--- src/hdl/sub_word_pkg.sv ---
// shared constants and types of the subtract word unit
package sub_word_pkg;

  // ****************************************
  // instruction field values
  // ****************************************
  localparam logic [4:0] OP_REG = 5'h0E;
  localparam logic [4:0] OP_LONG = 5'h0D;
  localparam logic [4:0] OP_RS = 5'h19;
  localparam logic [4:0] OP_SS = 5'h15;
  localparam logic [4:0] OP_IMR = 5'h0F;
  localparam logic [4:0] OP_IMS = 5'h08;
  localparam logic [4:0] FN_SUB = 5'h0A;
  localparam logic [4:0] FN_BORROW = 5'h0B;
  localparam logic [2:0] FN_RS = 3'h7;
  localparam logic [3:0] FN_LONG = 4'hF;
  localparam logic [1:0] FN_SS = 2'h1;
  localparam logic [3:0] FN_IMS = 4'hE;
  localparam logic [2:0] FN_IMR_HI = 3'h0;
  localparam logic [1:0] MODE_POSTINC = 2'h1;
  localparam logic [15:0] WORD_STEP = 16'h0002;

  // ****************************************
  // register map and reset values
  // ****************************************
  localparam logic [7:0] ADDR_IND = 8'h00;
  localparam logic [7:0] ADDR_CHK = 8'h04;
  localparam logic [7:0] ADDR_RES = 8'h08;
  localparam logic [4:0] IND_RESET = 5'h00;
  localparam logic [1:0] CHK_RESET = 2'h0;
  localparam logic [15:0] WORD_RESET = 16'h0000;

  // ****************************************
  // carriers and encodings
  // ****************************************
  typedef struct packed {
    logic carry;
    logic overflow;
    logic even;
    logic negative;
    logic zero;
  } ind_type;

  typedef struct packed {
    logic spec;
    logic inv_addr;
  } chk_type;

  typedef struct packed {
    logic we;
    logic [15:0] addr;
    logic [15:0] wdata;
  } mem_cmd_type;

  typedef struct packed {
    logic [15:0] base;
    logic [1:0] mode;
    logic [15:0] disp;
  } agu_cmd_type;

  typedef enum logic [2:0] {
    F_NONE, F_RR, F_RWC, F_RS, F_LONG, F_SS, F_IMR, F_IMS
  } form_type;

  typedef enum logic [3:0] {
    S_IDLE, S_FETCH, S_RESOLVE, S_IND, S_AGU, S_RD1, S_RD2,
    S_EXEC, S_WR, S_INC
  } state_type;

endpackage

--- src/hdl/subtract_word_unit.sv ---
// subtract word instruction family: sequencing, indicators, apb
`timescale 1ns/1ps
`default_nettype none
module subtract_word_unit
  import sub_word_pkg::*;
(
  input wire logic pclk,
  input wire logic presetn,
  input wire logic psel,
  input wire logic penable,
  input wire logic pwrite,
  input wire logic [7:0] paddr,
  input wire logic [31:0] pwdata,
  output logic [31:0] prdata,
  output logic pready,
  output logic pslverr,
  input wire logic start,
  input wire logic [15:0] instr_word,
  input wire logic [15:0] instr_addr,
  output logic busy,
  output logic done,
  output chk_type check,
  output ind_type ind,
  output logic mem_req,
  output mem_cmd_type mem_cmd,
  input wire logic mem_ack,
  input wire logic [15:0] mem_rdata,
  input wire logic mem_bad,
  output logic agu_req,
  output agu_cmd_type agu_cmd,
  input wire logic agu_ack,
  input wire logic [15:0] agu_ea
);

  // ****************************************
  // decode helpers
  // ****************************************
  function automatic form_type decode(input logic [15:0] w);
    decode = F_NONE;
    if (w[15:11] == OP_REG && w[4:0] == FN_SUB) decode = F_RR;
    if (w[15:11] == OP_REG && w[4:0] == FN_BORROW) decode = F_RWC;
    if (w[15:11] == OP_RS && w[2:0] == FN_RS) decode = F_RS;
    if (w[15:11] == OP_LONG && w[3:0] == FN_LONG) decode = F_LONG;
    if (w[15:11] == OP_SS && w[1:0] == FN_SS) decode = F_SS;
    if (w[15:11] == OP_IMR && w[4:2] == FN_IMR_HI && !w[0]) decode = F_IMR;
    if (w[15:11] == OP_IMS && w[3:0] == FN_IMS) decode = F_IMS;
  endfunction

  // addressing mode of the first or second storage operand
  function automatic logic [1:0] mode_of(input logic [15:0] w,
                                         input form_type f,
                                         input logic second);
    if (f == F_SS) mode_of = second ? w[4:3] : w[6:5];
    else mode_of = w[5:4];
  endfunction

  // base register of the first or second storage operand
  function automatic logic [2:0] base_of(input logic [15:0] w,
                                         input form_type f,
                                         input logic second);
    if (f == F_SS) base_of = second ? {1'b0, w[8:7]} : {1'b0, w[10:9]};
    else base_of = {1'b0, w[7:6]};
  endfunction

  // appended words an instruction carries
  function automatic logic [1:0] words_of(input logic [15:0] w,
                                          input form_type f);
    logic [1:0] m1;
    logic [1:0] m2;
    m1 = mode_of(w, f, 1'b0);
    m2 = mode_of(w, f, 1'b1);
    unique case (f)
      F_IMR, F_LONG: words_of = 2'd1;
      F_RS: words_of = {1'b0, m1[1]};
      F_IMS: words_of = 2'd1 + {1'b0, m1[1]};
      F_SS: words_of = {1'b0, m1[1]} + {1'b0, m2[1]};
      default: words_of = 2'd0;
    endcase
  endfunction

  // ****************************************
  // state
  // ****************************************
  state_type state;
  form_type form;
  logic [15:0] ir;
  logic [15:0] ia;
  logic [15:0] wbuf [3];
  logic [1:0] nw;
  logic [1:0] wi;
  logic agn;
  logic [15:0] ea1;
  logic [15:0] ea2;
  logic [15:0] sa;
  logic [15:0] sb;
  logic [1:0] inc_mask;
  chk_type chk_pend;
  chk_type chk_sticky;
  logic [15:0] last_result;
  form_type in_form;
  logic [1:0] in_words;
  logic [2:0] ra_idx;
  logic [15:0] ra;
  logic [15:0] rb;
  logic wr_en;
  logic [2:0] wr_idx;
  logic [15:0] wr_data;
  logic [15:0] op_a;
  logic [15:0] op_b;
  logic op_bin;
  logic [15:0] diff;
  logic sub_carry;
  logic sub_ovf;
  logic [15:0] long_base;
  logic dest_mem;
  logic inc_second;
  logic apb_wr;

  assign in_form = decode(instr_word);
  assign in_words = words_of(instr_word, in_form);
  assign inc_second = !inc_mask[0];
  assign apb_wr = psel && penable && pwrite && pready;
  // register field zero means no register joins the long address
  assign long_base = wbuf[0] + (ir[7:5] == 3'h0 ? 16'h0000 : ra);

  // result goes to storage for these forms
  always_comb begin
    dest_mem = (form == F_SS) || (form == F_IMS);
    if (form == F_RS) dest_mem = ir[3];
  end

  // ****************************************
  // register file and subtractor
  // ****************************************
  gp_reg_file #(.WIDTH(16), .DEPTH(8)) regs (
    .pclk(pclk),
    .presetn(presetn),
    .rd_a_idx(ra_idx),
    .rd_a(ra),
    .rd_b_idx(ir[10:8]),
    .rd_b(rb),
    .wr_en(wr_en),
    .wr_idx(wr_idx),
    .wr_data(wr_data)
  );

  word_subtractor #(.WIDTH(16)) sub (
    .minuend(op_a),
    .subtrahend(op_b),
    .borrow_in(op_bin),
    .diff(diff),
    .carry(sub_carry),
    .overflow(sub_ovf)
  );

  // read port a follows the step in progress
  always_comb begin
    ra_idx = ir[7:5];
    // long form keeps the full second register field for its base
    if (state == S_RESOLVE && form != F_LONG)
      ra_idx = base_of(ir, form, 1'b0);
    // second base is wanted while the first address comes back
    if (state == S_AGU) ra_idx = base_of(ir, form, 1'b1);
    if (state == S_INC) ra_idx = base_of(ir, form, inc_second);
  end

  // operand steering per form; port b always reads the first field
  always_comb begin
    op_a = ra;
    op_b = rb;
    op_bin = 1'b0;
    unique case (form)
      F_RWC: op_bin = ind.carry;
      F_IMR: begin
        op_a = rb;
        op_b = wbuf[0];
      end
      F_LONG: begin
        op_a = rb;
        op_b = sa;
      end
      F_RS: begin
        op_a = ir[3] ? sa : rb;
        op_b = ir[3] ? rb : sa;
      end
      F_IMS: begin
        op_a = sa;
        op_b = wbuf[0];
      end
      F_SS: begin
        op_a = sb;
        op_b = sa;
      end
      default: op_a = ra;
    endcase
  end

  // register writes: results in exec, base bumps at the end
  always_comb begin
    wr_en = 1'b0;
    wr_idx = ir[7:5];
    wr_data = diff;
    if (state == S_EXEC && !dest_mem) begin
      wr_en = 1'b1;
      if (form == F_LONG || form == F_RS) wr_idx = ir[10:8];
    end
    if (state == S_INC && inc_mask != 2'b00) begin
      wr_en = 1'b1;
      wr_idx = base_of(ir, form, inc_second);
      wr_data = ra + WORD_STEP;
    end
  end

  // ****************************************
  // instruction sequencer
  // ****************************************
  always_ff @(posedge pclk or negedge presetn) begin
    if (!presetn) begin
      state <= S_IDLE;
      form <= F_NONE;
      ir <= WORD_RESET;
      ia <= WORD_RESET;
      wbuf <= '{default: WORD_RESET};
      nw <= 2'd0;
      wi <= 2'd0;
      agn <= 1'b0;
      ea1 <= WORD_RESET;
      ea2 <= WORD_RESET;
      sa <= WORD_RESET;
      sb <= WORD_RESET;
      inc_mask <= 2'b00;
      chk_pend <= CHK_RESET;
      busy <= 1'b0;
      done <= 1'b0;
      check <= CHK_RESET;
      mem_req <= 1'b0;
      mem_cmd <= '0;
      agu_req <= 1'b0;
      agu_cmd <= '0;
    end else begin
      done <= 1'b0;
      if (mem_ack) mem_req <= 1'b0;
      if (agu_ack) agu_req <= 1'b0;
      unique case (state)
        S_IDLE: if (start) begin
          ir <= instr_word;
          form <= in_form;
          ia <= instr_addr + WORD_STEP;
          nw <= in_words;
          wi <= 2'd0;
          agn <= 1'b0;
          chk_pend <= CHK_RESET;
          busy <= 1'b1;
          inc_mask <= 2'b00;
          if (mode_of(instr_word, in_form, 1'b0) == MODE_POSTINC &&
              in_form inside {F_RS, F_IMS, F_SS}) inc_mask[0] <= 1'b1;
          if (mode_of(instr_word, in_form, 1'b1) == MODE_POSTINC &&
              in_form == F_SS) inc_mask[1] <= 1'b1;
          if (in_form == F_RR || in_form == F_RWC) state <= S_EXEC;
          else if (in_form == F_NONE) state <= S_INC;
          else if (in_words != 2'd0) begin
            state <= S_FETCH;
            mem_req <= 1'b1;
            mem_cmd <= '{we: 1'b0, addr: instr_addr + WORD_STEP, wdata: '0};
          end else state <= S_RESOLVE;
        end
        S_FETCH: if (mem_ack) begin
          if (mem_bad) begin
            chk_pend.inv_addr <= 1'b1;
            inc_mask <= 2'b00;
            state <= S_INC;
          end else begin
            wbuf[wi] <= mem_rdata;
            wi <= wi + 2'd1;
            ia <= ia + WORD_STEP;
            if (wi + 2'd1 < nw) begin
              mem_req <= 1'b1;
              mem_cmd <= '{we: 1'b0, addr: ia + WORD_STEP, wdata: '0};
            end else state <= S_RESOLVE;
          end
        end
        S_RESOLVE: begin
          if (form == F_IMR) state <= S_EXEC;
          else if (form == F_LONG) begin
            if (long_base[0]) begin
              chk_pend.spec <= 1'b1;
              state <= S_INC;
            end else begin
              mem_req <= 1'b1;
              mem_cmd <= '{we: 1'b0, addr: long_base, wdata: '0};
              ea1 <= long_base;
              state <= ir[4] ? S_IND : S_RD1;
            end
          end else begin
            // displacement is the last appended word of the operand
            agu_req <= 1'b1;
            agu_cmd <= '{base: ra, mode: mode_of(ir, form, 1'b0),
                         disp: (form == F_IMS) ? wbuf[1] : wbuf[0]};
            state <= S_AGU;
          end
        end
        S_IND: if (mem_ack) begin
          if (mem_bad) begin
            chk_pend.inv_addr <= 1'b1;
            state <= S_INC;
          end else if (mem_rdata[0]) begin
            chk_pend.spec <= 1'b1;
            state <= S_INC;
          end else begin
            ea1 <= mem_rdata;
            mem_req <= 1'b1;
            mem_cmd <= '{we: 1'b0, addr: mem_rdata, wdata: '0};
            state <= S_RD1;
          end
        end
        S_AGU: if (agu_ack) begin
          if (agu_ea[0]) begin
            chk_pend.spec <= 1'b1;
            inc_mask <= 2'b00;
            state <= S_INC;
          end else if (!agn && form == F_SS) begin
            ea1 <= agu_ea;
            agn <= 1'b1;
            agu_req <= 1'b1;
            agu_cmd <= '{base: ra, mode: mode_of(ir, form, 1'b1),
                         disp: wbuf[{1'b0, ir[6]}]};
          end else begin
            if (agn) ea2 <= agu_ea;
            else ea1 <= agu_ea;
            mem_req <= 1'b1;
            mem_cmd <= '{we: 1'b0, addr: agn ? ea1 : agu_ea, wdata: '0};
            state <= S_RD1;
          end
        end
        S_RD1: if (mem_ack) begin
          if (mem_bad) begin
            chk_pend.inv_addr <= 1'b1;
            inc_mask <= 2'b00;
            state <= S_INC;
          end else begin
            sa <= mem_rdata;
            if (form == F_SS) begin
              mem_req <= 1'b1;
              mem_cmd <= '{we: 1'b0, addr: ea2, wdata: '0};
              state <= S_RD2;
            end else state <= S_EXEC;
          end
        end
        S_RD2: if (mem_ack) begin
          if (mem_bad) begin
            // operand 2 bad: only the first base still steps
            chk_pend.inv_addr <= 1'b1;
            inc_mask <= inc_mask & 2'b01;
            state <= S_INC;
          end else begin
            sb <= mem_rdata;
            state <= S_EXEC;
          end
        end
        S_EXEC: begin
          if (dest_mem) begin
            mem_req <= 1'b1;
            mem_cmd <= '{we: 1'b1, addr: (form == F_SS) ? ea2 : ea1,
                         wdata: diff};
            state <= S_WR;
          end else state <= S_INC;
        end
        S_WR: if (mem_ack) begin
          if (mem_bad) chk_pend.inv_addr <= 1'b1;
          state <= S_INC;
        end
        S_INC: begin
          // one base register bump per cycle, then hand back
          if (inc_mask[0]) inc_mask[0] <= 1'b0;
          else if (inc_mask[1]) inc_mask[1] <= 1'b0;
          else begin
            busy <= 1'b0;
            done <= 1'b1;
            check <= chk_pend;
            state <= S_IDLE;
          end
        end
        default: state <= S_IDLE;
      endcase
    end
  end

  // ****************************************
  // indicators
  // ****************************************
  // instruction update wins over a software write in the same cycle
  always_ff @(posedge pclk or negedge presetn) begin
    if (!presetn) begin
      ind <= IND_RESET;
    end else if (state == S_EXEC) begin
      ind.carry <= sub_carry;
      ind.overflow <= sub_ovf;
      ind.negative <= diff[15];
      if (form == F_RWC) begin
        ind.zero <= ind.zero && (diff == 16'h0000);
      end else begin
        ind.even <= !diff[0];
        ind.zero <= (diff == 16'h0000);
      end
    end else if (apb_wr && paddr == ADDR_IND) begin
      ind <= pwdata[4:0];
    end
  end

  // last difference, visible to software
  always_ff @(posedge pclk or negedge presetn) begin
    if (!presetn) last_result <= WORD_RESET;
    else if (state == S_EXEC) last_result <= diff;
  end

  // sticky checks; a new check wins over a write-one clear
  always_ff @(posedge pclk or negedge presetn) begin
    if (!presetn) begin
      chk_sticky <= CHK_RESET;
    end else begin
      if (apb_wr && paddr == ADDR_CHK) chk_sticky <= chk_sticky & ~pwdata[1:0];
      if (state == S_INC && inc_mask == 2'b00) begin
        if (chk_pend.spec) chk_sticky.spec <= 1'b1;
        if (chk_pend.inv_addr) chk_sticky.inv_addr <= 1'b1;
      end
    end
  end

  // ****************************************
  // apb slave, one access cycle, no wait
  // ****************************************
  always_ff @(posedge pclk or negedge presetn) begin
    if (!presetn) begin
      pready <= 1'b0;
      pslverr <= 1'b0;
      prdata <= 32'h0000_0000;
    end else begin
      pready <= psel && !penable;
      pslverr <= 1'b0;
      if (psel && !penable) begin
        prdata <= 32'h0000_0000;
        unique case (paddr)
          ADDR_IND: prdata <= {27'h0, ind};
          ADDR_CHK: prdata <= {30'h0, chk_sticky};
          ADDR_RES: prdata <= {16'h0, last_result};
          default: pslverr <= 1'b1;
        endcase
      end
    end
  end

endmodule
`default_nettype wire

--- src/hdl/word_subtractor.sv ---
// 16-bit two's complement subtractor with carry and overflow
`timescale 1ns/1ps
`default_nettype none
module word_subtractor #(
  parameter int WIDTH = 16
) (
  input wire logic [WIDTH-1:0] minuend,
  input wire logic [WIDTH-1:0] subtrahend,
  input wire logic borrow_in,
  output logic [WIDTH-1:0] diff,
  output logic carry,
  output logic overflow
);

  logic [WIDTH:0] wide;
  logic borrow;

  // borrow out of the top bit lands in the extra bit
  always_comb begin
    wide = {1'b0, minuend} - {1'b0, subtrahend} - {{WIDTH{1'b0}}, borrow_in};
    diff = wide[WIDTH-1:0];
    borrow = wide[WIDTH];
    // signs differ and result sign left the minuend's: out of range
    overflow = (minuend[WIDTH-1] != subtrahend[WIDTH-1]) &&
               (diff[WIDTH-1] != minuend[WIDTH-1]);
    // on overflow carry shows the complement of the stored sign
    carry = overflow ? ~diff[WIDTH-1] : borrow;
  end

endmodule
`default_nettype wire

--- src/hdl/gp_reg_file.sv ---
// general register file, flip-flop storage with two read ports
`timescale 1ns/1ps
`default_nettype none
module gp_reg_file #(
  parameter int WIDTH = 16,
  parameter int DEPTH = 8
) (
  input wire logic pclk,
  input wire logic presetn,
  input wire logic [$clog2(DEPTH)-1:0] rd_a_idx,
  output logic [WIDTH-1:0] rd_a,
  input wire logic [$clog2(DEPTH)-1:0] rd_b_idx,
  output logic [WIDTH-1:0] rd_b,
  input wire logic wr_en,
  input wire logic [$clog2(DEPTH)-1:0] wr_idx,
  input wire logic [WIDTH-1:0] wr_data
);

  logic [WIDTH-1:0] regs [DEPTH];

  // single write port, cleared at reset
  always_ff @(posedge pclk or negedge presetn) begin
    if (!presetn) begin
      for (int i = 0; i < DEPTH; i++) begin
        regs[i] <= '0;
      end
    end else if (wr_en) begin
      regs[wr_idx] <= wr_data;
    end
  end

  // read ports are combinational
  assign rd_a = regs[rd_a_idx];
  assign rd_b = regs[rd_b_idx];

endmodule
`default_nettype wire

--- config.mk ---
export PLATFORM = sky130hd
export DESIGN_NAME = subtract_word_unit
export DESIGN_NICKNAME = d
export VERILOG_FILES = /design/src/hdl/sub_word_pkg.sv /design/src/hdl/subtract_word_unit.sv /design/src/hdl/word_subtractor.sv /design/src/hdl/gp_reg_file.sv
export SDC_FILE = /design/constraint.sdc
export NUM_CORES = 1
export LEC_CHECK = 0
export BUFFER_PORTS_ARGS = -buffer_cell sky130_fd_sc_hd__buf_4
export CORE_MARGIN = 2
export CORE_UTILIZATION = 40
export DETAILED_ROUTE_END_ITERATION = 8
export MAX_ROUTING_LAYER = met4
export PLACE_DENSITY = 0.56
export REMOVE_ABC_BUFFERS = 1
export SETUP_SLACK_MARGIN = 0.1
export SLEW_MARGIN = 5
export SYNTH_ARGS = -nofsm -noshare
export SYNTH_HDL_FRONTEND = slang
export SYNTH_HIERARCHICAL = 1
export SYNTH_SLANG_ARGS = --single-unit
--- constraint.sdc ---
create_clock -name pclk -period 15 [get_ports pclk]
set_input_delay 2.25 -clock pclk [delete_from_list [all_inputs] [get_ports pclk]]
set_output_delay 2.25 -clock pclk [all_outputs]
set_load 0.05 [all_outputs]
==> results of run 1 <==
-- metrics by stage --
| step | instance area [um^2] | util (%) | setup slack [ns] |
|---|---|---|---|
| after floorplan | 21890 | - | 7.176 |
| after global placement | 24540 | 43.68 | 7.886 |
| after detailed placement | 24540 | 43.68 | 7.797 |
| after CTS | 26050 | 46.38 | 7.756 |
| after global routing | 26050 | 46.38 | 7.228 |
| final | 26050 | 46.38 | 7.620 |
-- flip-flops by register name (all words and copies together), names as in the netlist, 3 cells and up --
| register | flops |
|---|---|
| ea1 | 16 |
| agu_cmd | 34 |
| state | 4 |
| ia | 16 |
| sb | 16 |
| ea2 | 15 |
| last_result | 16 |
| prdata | 16 |
| regs/regs | 128 |
| ind | 5 |
| form | 3 |
| ir | 8 |
| sa | 16 |
| mem_cmd | 33 |
| wbuf | 32 |
-- worst max-delay path by stage --
stage	slack, ns	end	from	cells after the start
after floorplan	7.18	ind[0]$_DFFE_PN0P_	state[2]$_DFFE_PN0P_	22
after global placement	7.89	regs/regs[109]$_DFFE_PN0P_	state[3]$_DFFE_PN0P_	22
after detailed placement	7.80	regs/regs[61]$_DFFE_PN0P_	state[3]$_DFFE_PN0P_	22
after CTS	7.76	regs/regs[109]$_DFFE_PN0P_	state[3]$_DFFE_PN0P_	22
after global routing	7.23	ind[0]$_DFFE_PN0P_	state[3]$_DFFE_PN0P_	26
final	7.62	regs/regs[41]$_DFFE_PN0P_	state[3]$_DFFE_PN0P_	22
-- cell families (layout without fill, tap and decap cells) --
kind of cell    Yosys count  after routing
other cells               1             17
mux                     375            375
buf+inv                 229            375
simple gates            593            593
compound gates          434            434
flops                   377            377
fa+ha+maj                55             55
xor+xnor                 67             67
-- routing by layer --
metal,GRT usage [%],up-vias,part of all wire [%]
met5,-,-,0
met1,32.42,8852,44
li1,-,8056,-
met3,4.073,98,6.4
met4,6.391,0,2.2
met2,37.57,616,47
-- layout by cell type, fill, tap and decap left out, types with 9 or more instances in the layout --
| cell type | synthesis | final |
|---|---|---|
| sky130_fd_sc_hd__nand3_1 | 34 | 34 |
| sky130_fd_sc_hd__nor2_1 | 152 | 151 |
| sky130_fd_sc_hd__clkinv_2 | 0 | 9 |
| sky130_fd_sc_hd__nand2_1 | 253 | 253 |
| sky130_fd_sc_hd__mux2i_1 | 48 | 48 |
| sky130_fd_sc_hd__ha_1 | 52 | 52 |
| sky130_fd_sc_hd__nor2b_1 | 24 | 24 |
| sky130_fd_sc_hd__mux4_1 | 56 | 56 |
| sky130_fd_sc_hd__nor3_1 | 29 | 26 |
| sky130_fd_sc_hd__xnor2_1 | 37 | 37 |
| sky130_fd_sc_hd__mux2_2 | 258 | 258 |
| sky130_fd_sc_hd__o21ai_0 | 113 | 113 |
| sky130_fd_sc_hd__nand2b_1 | 10 | 10 |
| sky130_fd_sc_hd__clkbuf_16 | 0 | 46 |
| sky130_fd_sc_hd__a31oi_1 | 18 | 18 |
| sky130_fd_sc_hd__buf_4 | 29 | 212 |
| sky130_fd_sc_hd__dfrtp_1 | 377 | 375 |
| sky130_fd_sc_hd__and3_1 | 12 | 11 |
| sky130_fd_sc_hd__o22ai_1 | 12 | 12 |
| sky130_fd_sc_hd__inv_1 | 85 | 85 |
| sky130_fd_sc_hd__a221oi_1 | 17 | 17 |
| sky130_fd_sc_hd__a21o_1 | 13 | 13 |
| sky130_fd_sc_hd__xor2_1 | 29 | 29 |
| sky130_fd_sc_hd__a22o_1 | 15 | 15 |
| sky130_fd_sc_hd__a222oi_1 | 34 | 34 |
| sky130_fd_sc_hd__conb_1 | 1 | 16 |
| sky130_fd_sc_hd__a21oi_1 | 115 | 114 |
| sky130_fd_sc_hd__nand4_1 | 9 | 9 |
| sky130_fd_sc_hd__or3_1 | 14 | 14 |
| sky130_fd_sc_hd__a211oi_1 | 11 | 11 |
-- layout make-up --
cell class | instances | area [um^2]
inverters | 85 | 319.1
flip-flops and latches | 377 | 9437
fillers | 5320 | 30120
clock inverters | 19 | 241.5
diodes | 1 | 2.502
multi-input cells | 1540 | 12210
clock buffers | 57 | 1272
repair buffers | 214 | 1627
well taps | 756 | 945.9
-- worst max-delay path: cells and delay by family (launching register included) --
kind | cells | cell delay, ns
AO/OA/AOI/OAI | 9 | 1.91
XOR/XNOR | 1 | 0.55
adder cells (fa/ha/maj) | 2 | 0.82
buffers and inverters | 1 | 0.52
flip-flops | 1 | 0.65
multiplexers | 3 | 1.27
AND/OR/NAND/NOR | 6 | 1.57
-- Yosys cell counts, types with 5 or more instances --
cell                       count  area share, %
sky130_fd_sc_hd__o21a_1        6           0.20
sky130_fd_sc_hd__mux4_2        8           0.80
sky130_fd_sc_hd__a211oi_1     11           0.37
sky130_fd_sc_hd__o211ai_1      6           0.20
sky130_fd_sc_hd__nor2_1      152            2.5
sky130_fd_sc_hd__mux4_1       56            6.5
sky130_fd_sc_hd__o22ai_1      12           0.33
sky130_fd_sc_hd__ha_1         52            2.9
sky130_fd_sc_hd__a221o_1       7           0.31
sky130_fd_sc_hd__nand4_1       9           0.25
sky130_fd_sc_hd__a22o_1       15           0.58
sky130_fd_sc_hd__o21ai_1       8           0.18
sky130_fd_sc_hd__mux2_2      258             13
sky130_fd_sc_hd__a221oi_1     17           0.66
sky130_fd_sc_hd__mux2_1        5           0.25
sky130_fd_sc_hd__nor2b_1      24           0.66
sky130_fd_sc_hd__a31oi_1      18           0.50
sky130_fd_sc_hd__nand2b_1     10           0.28
sky130_fd_sc_hd__o31ai_1       5           0.17
sky130_fd_sc_hd__clkbuf_1     64            1.1
sky130_fd_sc_hd__and2_1        8           0.22
sky130_fd_sc_hd__nand3_1      34           0.75
sky130_fd_sc_hd__and3_1       12           0.33
sky130_fd_sc_hd__or3_1        14           0.39
sky130_fd_sc_hd__buf_1        10           0.17
sky130_fd_sc_hd__buf_6        13           0.65
sky130_fd_sc_hd__buf_2        25           0.55
sky130_fd_sc_hd__o21ai_0     113            2.5
sky130_fd_sc_hd__nand2_1     253            4.2
sky130_fd_sc_hd__inv_1        85            1.4
sky130_fd_sc_hd__a311oi_1      5           0.19
sky130_fd_sc_hd__buf_4        29           0.96
sky130_fd_sc_hd__a222oi_1     34            1.5
sky130_fd_sc_hd__a21o_1       13           0.43
sky130_fd_sc_hd__nor4_1        6           0.17
sky130_fd_sc_hd__mux2i_1      48            2.1
sky130_fd_sc_hd__a21oi_1     115            2.5
sky130_fd_sc_hd__dfrtp_1     377             42
sky130_fd_sc_hd__nor3_1       29           0.64
sky130_fd_sc_hd__xor2_1       29            1.1
sky130_fd_sc_hd__xnor2_1      37            1.4
-- power by group through the flow --
| stage | Clock [uW] | Sequential [uW] | Combinational, uW |
|---|---|---|---|
| final | 1130 | 1400 | 1940 |
| after global routing | 1200 | 1430 | 2090 |
| after CTS | 1150 | 1400 | 1920 |
| after detailed placement | 0 | 1420 | 1910 |
| after global placement | 0 | 1410 | 1890 |
| after floorplan | 0 | 1560 | 1070 |
==> results, run 1 <==
- The actual transition at the worst max-transition pin is between 1 and 1.5 ns.
- STA classifies the critical path endpoint as a register.
- Buffers inserted during clock tree synthesis total 44.
- Max-cap violations in this run came to 0.
- The synthesis-stage register bit count is 377.
- The number of vias after detailed routing is 17622.
- The average detailed-routed wire length per instance is roughly 23 um.
- The congestion estimate from routability-driven global placement came to around 0.95.
- The aggregate global routing overflow is 0.
- The warning count from the yosys run is 6.
- Dividing total power by cell area gives a power density of 171.5 mW/mm^2.
- The count of cells in the finished layout, fillers not included, comes to 3049.
- The startpoint of the worst register-to-register path is state[3]$_DFFE_PN0P_.
- After synthesis, the largest family of logic cells by area is multiplexers.
- The leading register cell type out of synthesis is sky130_fd_sc_hd__dfrtp_1.
- STA puts the critical path data arrival time at approximately 7.9 ns.
- Of the total synthesized cell area, the portion taken by full adders, half adders and majority gates is 3.142%.
- The via count of the first global-routing pass is 17173.
- Using the TritonRoute via totals, the vias-per-cell ratio works out to 5.780.
- The number of cells after detailed placement is between 2000 and 3000.
- After Yosys synthesis, and, or, nand and nor cells account for between 10 and 15% of the synthesized area.
- The number of antenna violations at the first check in global routing is 1.
- The area added between synthesis and finish is 15.18%.
- After floorplanning, the core was sized to cover between 0.05 and 0.06 mm^2.
- The average instance in the mapped netlist occupies 10.61 um^2.
- The maximum number of pins on one net before global-route repair is 165.
- Timing would allow up to around 140 MHz.
- STA classifies the critical path startpoint as a register.
- The share of synthesized flip-flops with an asynchronous set or reset is 100.0%.
- Per report_power, the sequential group accounts for 31.4% of the total.
- The summed negative setup slack over all endpoints is 0 ns.
- After layout, the worst path uses between 40% and 50% of the clock period.
- The net count of the finished layout is 2430.
- The cell that appears most often on the critical path is sky130_fd_sc_hd__nor2_1.
- The worst hold path was traced through 2 stages.
- Hold timing on the final database bottoms out at a slack of ~0.48 ns.
- The area fraction in compound gates after synthesis is 12.91%.
- Setup repair after global routing left no endpoint under its margin.
- Net switching is 42.65% of the power.
- The final hold violation count is 0.
- Measured along the x axis, the die boundary spans 241.8 um.
- For this run, design rule violations remaining after detail routing come to 0.
- The overall power is ~4500 uW.
- For this design, the sink count on the clock tree is about 380.
- Counting along the longest clock path gives a buffer depth of 3.
- For this configuration, the core starts out at a cell density of 40.27%.
- From bottom edge to top edge, the die measures 241.8 um.
- The hold-critical path endpoint is last_result[11]$_DFFE_PN0P_.
- The first TritonRoute pass finished after 8 iterations.
- The final number of max-transition violations was 0.
- The number of distinct library cells after synthesis is 98.
- The critical path is of the reg -> reg type.
- The clock insertion delay at the later pin of the skew report is between 0.5 and 0.6 ns.
- Of the total synthesized cell area, the portion taken by XOR and XNOR cells is 2.628%.
- The worst relative slew slack is about an eighth.
- The detailed router finished its first iteration with 1659 violations.
- The count of final setup violators is 0.
- The final setup skew is 0.02435 ns.
- The cell with the largest stage delay on the worst path is sky130_fd_sc_hd__dfrtp_1.
- The logic depth of the worst register-to-register path is 22.
- The share of the yosys chip area belonging to registers is 41.71%.
- The number of cells produced by synthesis is 2131.
- The post-detailed-routing wire length is 69310 um.
- After clock tree synthesis, the setup repair step added 0 buffers.
- The HPWL after detailed placement is 48710 um.
- The antenna violation net count after detailed routing is 0.
- The peak ir drop on the vdd network is 105.3 uV.
- After floorplanning, the core was divided into 87 placement rows.
- The clock-pin slew reported for the worst setup and hold paths after clock tree synthesis is 0.06 ns.
- The number of hold buffers added after CTS was 0.
- The area of the die is 0.05847 mm^2.
- The cell area after synthesis is between 0.02 and 0.025 mm^2.
- STA puts the critical path data required time at 15.51 ns.
- The share of total power dissipated in combinational logic is ~43%.
- Of the cells placed in the final design, the portion with a size suffix greater than 1 is around a quarter.
- The analysis attributes to cell leakage a power of ~0.013 uW.
- The class of the worst hold path is reg -> reg.
- Global routing used 24.03% of the available tracks across all layers.
- During placement, the flow inserted port buffers numbering 181.
- The startpoint identified for the worst hold timing path is last_result[11]$_DFFE_PN0P_.
- CTS built an H-tree with a depth of 2.
- For flop-to-flop paths, the worst setup slack is between 7 and 8 ns.
- The number of primary I/O pins is 225.
- The portion of synthesized area spent on multiplexers is 22.52%.
- The number of enable-type register cells in the synthesized netlist is 0.
- The signal on the critical path passes through nor2_1 > nand2_1 > nor2_1 > nor2_1 > a311oi_1 > a21oi_1 > a21oi_4 > buf_4 > mux4_1 > mux2_2 > nor2_1 > a21oi_1 > fa_1 > ha_1 > o21ai_1 > a211oi_1 > a31oi_1 > o21a_1 > xnor2_1 > nand2_1 > o21ai_0 > mux2_2.
- The endpoint of the worst-slack reg-to-reg timing path is regs/regs[41]$_DFFE_PN0P_.
- The tree is rooted in a sky130_fd_sc_hd__clkbuf_16.
- The number of gates resized after cts is 0.
- Cell internal power was estimated by the tool at 2562 uW.
- The first global-routing pass estimated 106500 um of wire.
- The analysis attributes to net switching a power of between 1500 and 2000 uW.
- The highest cell delay on the worst timing path is 0.65 ns.
- The clock share of power is 25.3%.
- The run finished with clean final reports.
- TritonCTS built the clock tree.
- The largest fanout of any net on the critical path is 32.
- The final critical-path required period is 7.380 ns.
No activity file was read; power rests on OpenSTA's default activity.
==> inputs of run 2 (changes only) <==
- PLACE_DENSITY: 0.56 -> 0.58
- clock period: 15 -> 6.3 ns (I/O delays scaled with it)
==> run 2 against run 1 <==
Effect of this change: sequential cell count unchanged; final area up 1.8%; combinational power rose to 2.5 times the previous value; global-route usage up 0.13 points; routed wire length up 1.1%; critical path type unchanged; critical path depth unchanged; utilization up 0.84 points.
==> results, run 2 (same netlist as run 1, synthesis figures left out) <==
- The routed layout has ~18000 vias.
- The net count of the finished layout is 2472.
- Before antenna repair, the detailed router went through 7 iterations.
- The maximum number of pins on one net before global-route repair is 164.
- Once placement completed, the tool counted placed cells totaling 3010.
- At the pin with the least slew margin, the transition time is 1.162 ns.
- The number of inserted diodes is 0.
- The core region is around 0.056 mm^2.
- The final critical-path required period is 5.984 ns.
- Wires add up to 70050 um.
- The final clock period utilization by the worst path is 94.98%.
- The largest registers in the layout are regs/regs (128), agu_cmd (34), mem_cmd (33).
- The post-route non-filler standard cell count is 3095.
- The library cells used most frequently in the layout, excluding fill and tap cells, are 375 x sky130_fd_sc_hd__dfrtp_1, 258 x sky130_fd_sc_hd__mux2_2, 253 x sky130_fd_sc_hd__nand2_1.
- Counting flops per register, the top entry is regs/regs.
- The largest fanout of any net on the critical path is 16.
- The antenna violation net count after detailed routing is 0.
- The summed negative setup slack over all endpoints is 0 ns.
- The analysis attributes to cell leakage a power of 0.01277 uW.
- The clock passes through at most 3 buffers.
- The count of final setup violators is 0.
- The port buffer count is 181.
- Setup repair after global routing left no endpoint under its margin.
- The share of post-route cells with drive strength above 1 is 27.66%.
- Summed over all layers, the global routing overflow is 0.
- The post-detailed-route DRC marker count is 0.
- The number of flip-flops under the largest register name is 128.
- The cell at the root of the clock tree is sky130_fd_sc_hd__clkbuf_16.
- From bottom edge to top edge, the die measures around 240 um.
- The count of fill cells added during filler insertion is 5289.
- The H-tree generated during clock tree synthesis spans 2 levels.
- The endpoint type of the worst setup path is a register.
- The worst setup path is of the reg -> reg kind.
- Once the floorplan was initialized, standard cells occupied 40.27% of the core.
- The count of maximum capacitance violations is 0.
- After floorplanning, the core was divided into 87 placement rows.
- The run finished with clean final reports.
- The final number of max-transition violations was 0.
- Clock-pin slew was measured on the worst setup and hold paths at 0.06 ns.
- Leaving out fill and tap cells, the most frequent cell in the layout is sky130_fd_sc_hd__dfrtp_1.
- STA classifies the critical path startpoint as a register.
- The average detailed-routed wire length per instance is 22.63 um.
- The first-pass GRT wire length is between 100000 and 150000 um.
- The clock tree from TritonCTS is yes.
- The worst relative slew slack is a little under a quarter.
- On the final layout, the worst clock skew is 0.02279 ns.
- Total power for the finished layout comes to 10990 uW.
- The number of primary I/O pins is 225.
- Based on the critical path, the design can be clocked at up to 167.1 MHz.
- Dividing total power by cell area gives a power density of 414.1 mW/mm^2.
- The final estimated routing congestion in global placement is 0.9657.
- The wire-length estimate of the detail-placed layout is 50320 um.
- The number of antenna violations at the first check in global routing is 0.
- The via count of the first global-routing pass is 17517.
- The final hold violation count came to 0.
- The die is 241.8 um wide.
- Hold repair after CTS inserted 0 buffers.
- The data required time of the worst path is between 6 and 7 ns.
- The area of the die is about 0.06 mm^2.
- Clock tree synthesis inserted a total of 45 buffers.
- The area added between synthesis and finish is 17.28%.
- The path class of the tightest hold or removal check is in -> async.
- The clock sink count is 377.
- The aggregate global-route resource usage is between 20 and 25%.
- The DRC violation total after the first TritonRoute iteration is 1711.
- The peak ir drop on the vdd network is 258.3 uV.
- For the worst-skew pair, the clock arrives at the later sink with an insertion delay of approximately 0.59 ns.
- The per-cell via count in the routed design is 5.766.
- The data arrival time at the worst-slack endpoint is 6.45 ns.
==> run 2: cell types whose count changed in the layout (fill, tap and decap cells not counted), moves of 3 or more <==
| cell | previous run | this run |
|---|---|---|
| sky130_fd_sc_hd__buf_12 | 1 | 7 |
| sky130_fd_sc_hd__clkbuf_8 | 8 | 5 |
| sky130_fd_sc_hd__buf_4 | 212 | 247 |
| sky130_fd_sc_hd__clkbuf_1 | 3 | 10 |
==> run 2: final timing paths <==
path                                                  from                         end  slack (ns)  cells after the start
worst max-delay path                  state[2]$_DFFE_PN0P_   regs/regs[63]$_DFFE_PN0P_        0.32                     22
worst min-delay path                               presetn          ia[10]$_DFFE_PN0P_        0.33                      1
worst max register to register        state[2]$_DFFE_PN0P_   regs/regs[63]$_DFFE_PN0P_        0.32                     22
worst min register to register  last_result[6]$_DFFE_PN0P_  last_result[6]$_DFFE_PN0P_        0.47                      2
max in group asynchronous                          presetn   regs/regs[60]$_DFFE_PN0P_        4.59                      2
min in group pclk               last_result[6]$_DFFE_PN0P_  last_result[6]$_DFFE_PN0P_        0.47                      2
==> run 2: per-stage QoR <==
stage	hold slack, ns	setup WS, ns	instance area (um^2)	util [%]
after floorplan	0.4387	-1.524	21890	-
after global placement	0.4546	0.3644	24900	44.33
after detailed placement	0.4604	0.3249	24900	44.33
after CTS	0.3449	0.2754	26470	47.13
after global routing	0.3695	0.1019	26530	47.23
final	0.3267	0.3160	26530	47.23
==> run 2: metal layers <==
metal  track usage (%)  part of all wire, %  routed length (um)  vias to the layer above
met5                 -                    0                   0                        -
met3             3.840                  5.8                4063                       96
met1             32.85                   45               31410                     9017
met4             5.919                  2.3                1645                        0
met2             37.91                   47               32930                      600
li1                  -                    -                   -                     8134
==> run 2: power by group <==
| part | internal, uW | leakage, uW | total, uW | switching (uW) |
|---|---|---|---|---|
| clock | 1710 | 0.000767 | 2780 | 1070 |
| sequential | 2870 | 0.00502 | 3340 | 464 |
| combinational | 1790 | 0.00699 | 4870 | 3080 |
==> run 2: area by class of cell <==
type	count	area (um^2)	area share, %
Tap cell	756	945.9	3.566
Sequential cell	377	9437	35.57
Clock buffer	62	1282	4.835
Multi-Input combinational cell	1540	12240	46.15
Timing Repair Buffer	255	2009	7.575
Inverter	85	319.1	1.203
Clock inverter	20	290.3	1.094
==> run 2: worst max-delay path, cell delays in order, from the launching register on <==
cell and delay (ns):
sky130_fd_sc_hd__dfrtp_1 0.47, sky130_fd_sc_hd__buf_4 0.21, sky130_fd_sc_hd__nand2b_1 0.20, sky130_fd_sc_hd__or3_1 0.52, sky130_fd_sc_hd__a21oi_4 0.27, sky130_fd_sc_hd__buf_12 0.21
sky130_fd_sc_hd__buf_12 0.16, sky130_fd_sc_hd__mux4_1 0.57, sky130_fd_sc_hd__mux2_2 0.30, sky130_fd_sc_hd__nor2_1 0.13, sky130_fd_sc_hd__a21oi_1 0.06, sky130_fd_sc_hd__inv_1 0.09
sky130_fd_sc_hd__ha_1 0.24, sky130_fd_sc_hd__inv_1 0.06, sky130_fd_sc_hd__ha_1 0.33, sky130_fd_sc_hd__a21o_1 0.24, sky130_fd_sc_hd__or4_1 0.52, sky130_fd_sc_hd__o22ai_2 0.16
sky130_fd_sc_hd__xnor2_2 0.11, sky130_fd_sc_hd__buf_4 0.18, sky130_fd_sc_hd__nand2_1 0.05, sky130_fd_sc_hd__o21ai_0 0.32, sky130_fd_sc_hd__mux2_2 0.41
==> run 2: repair_timing <==
action / 4_1_cts / 5_1_grt
endpoints found under the setup margin: 0 / 66
setup buffers: 0 / 3
gates resized for setup: 0 / 10
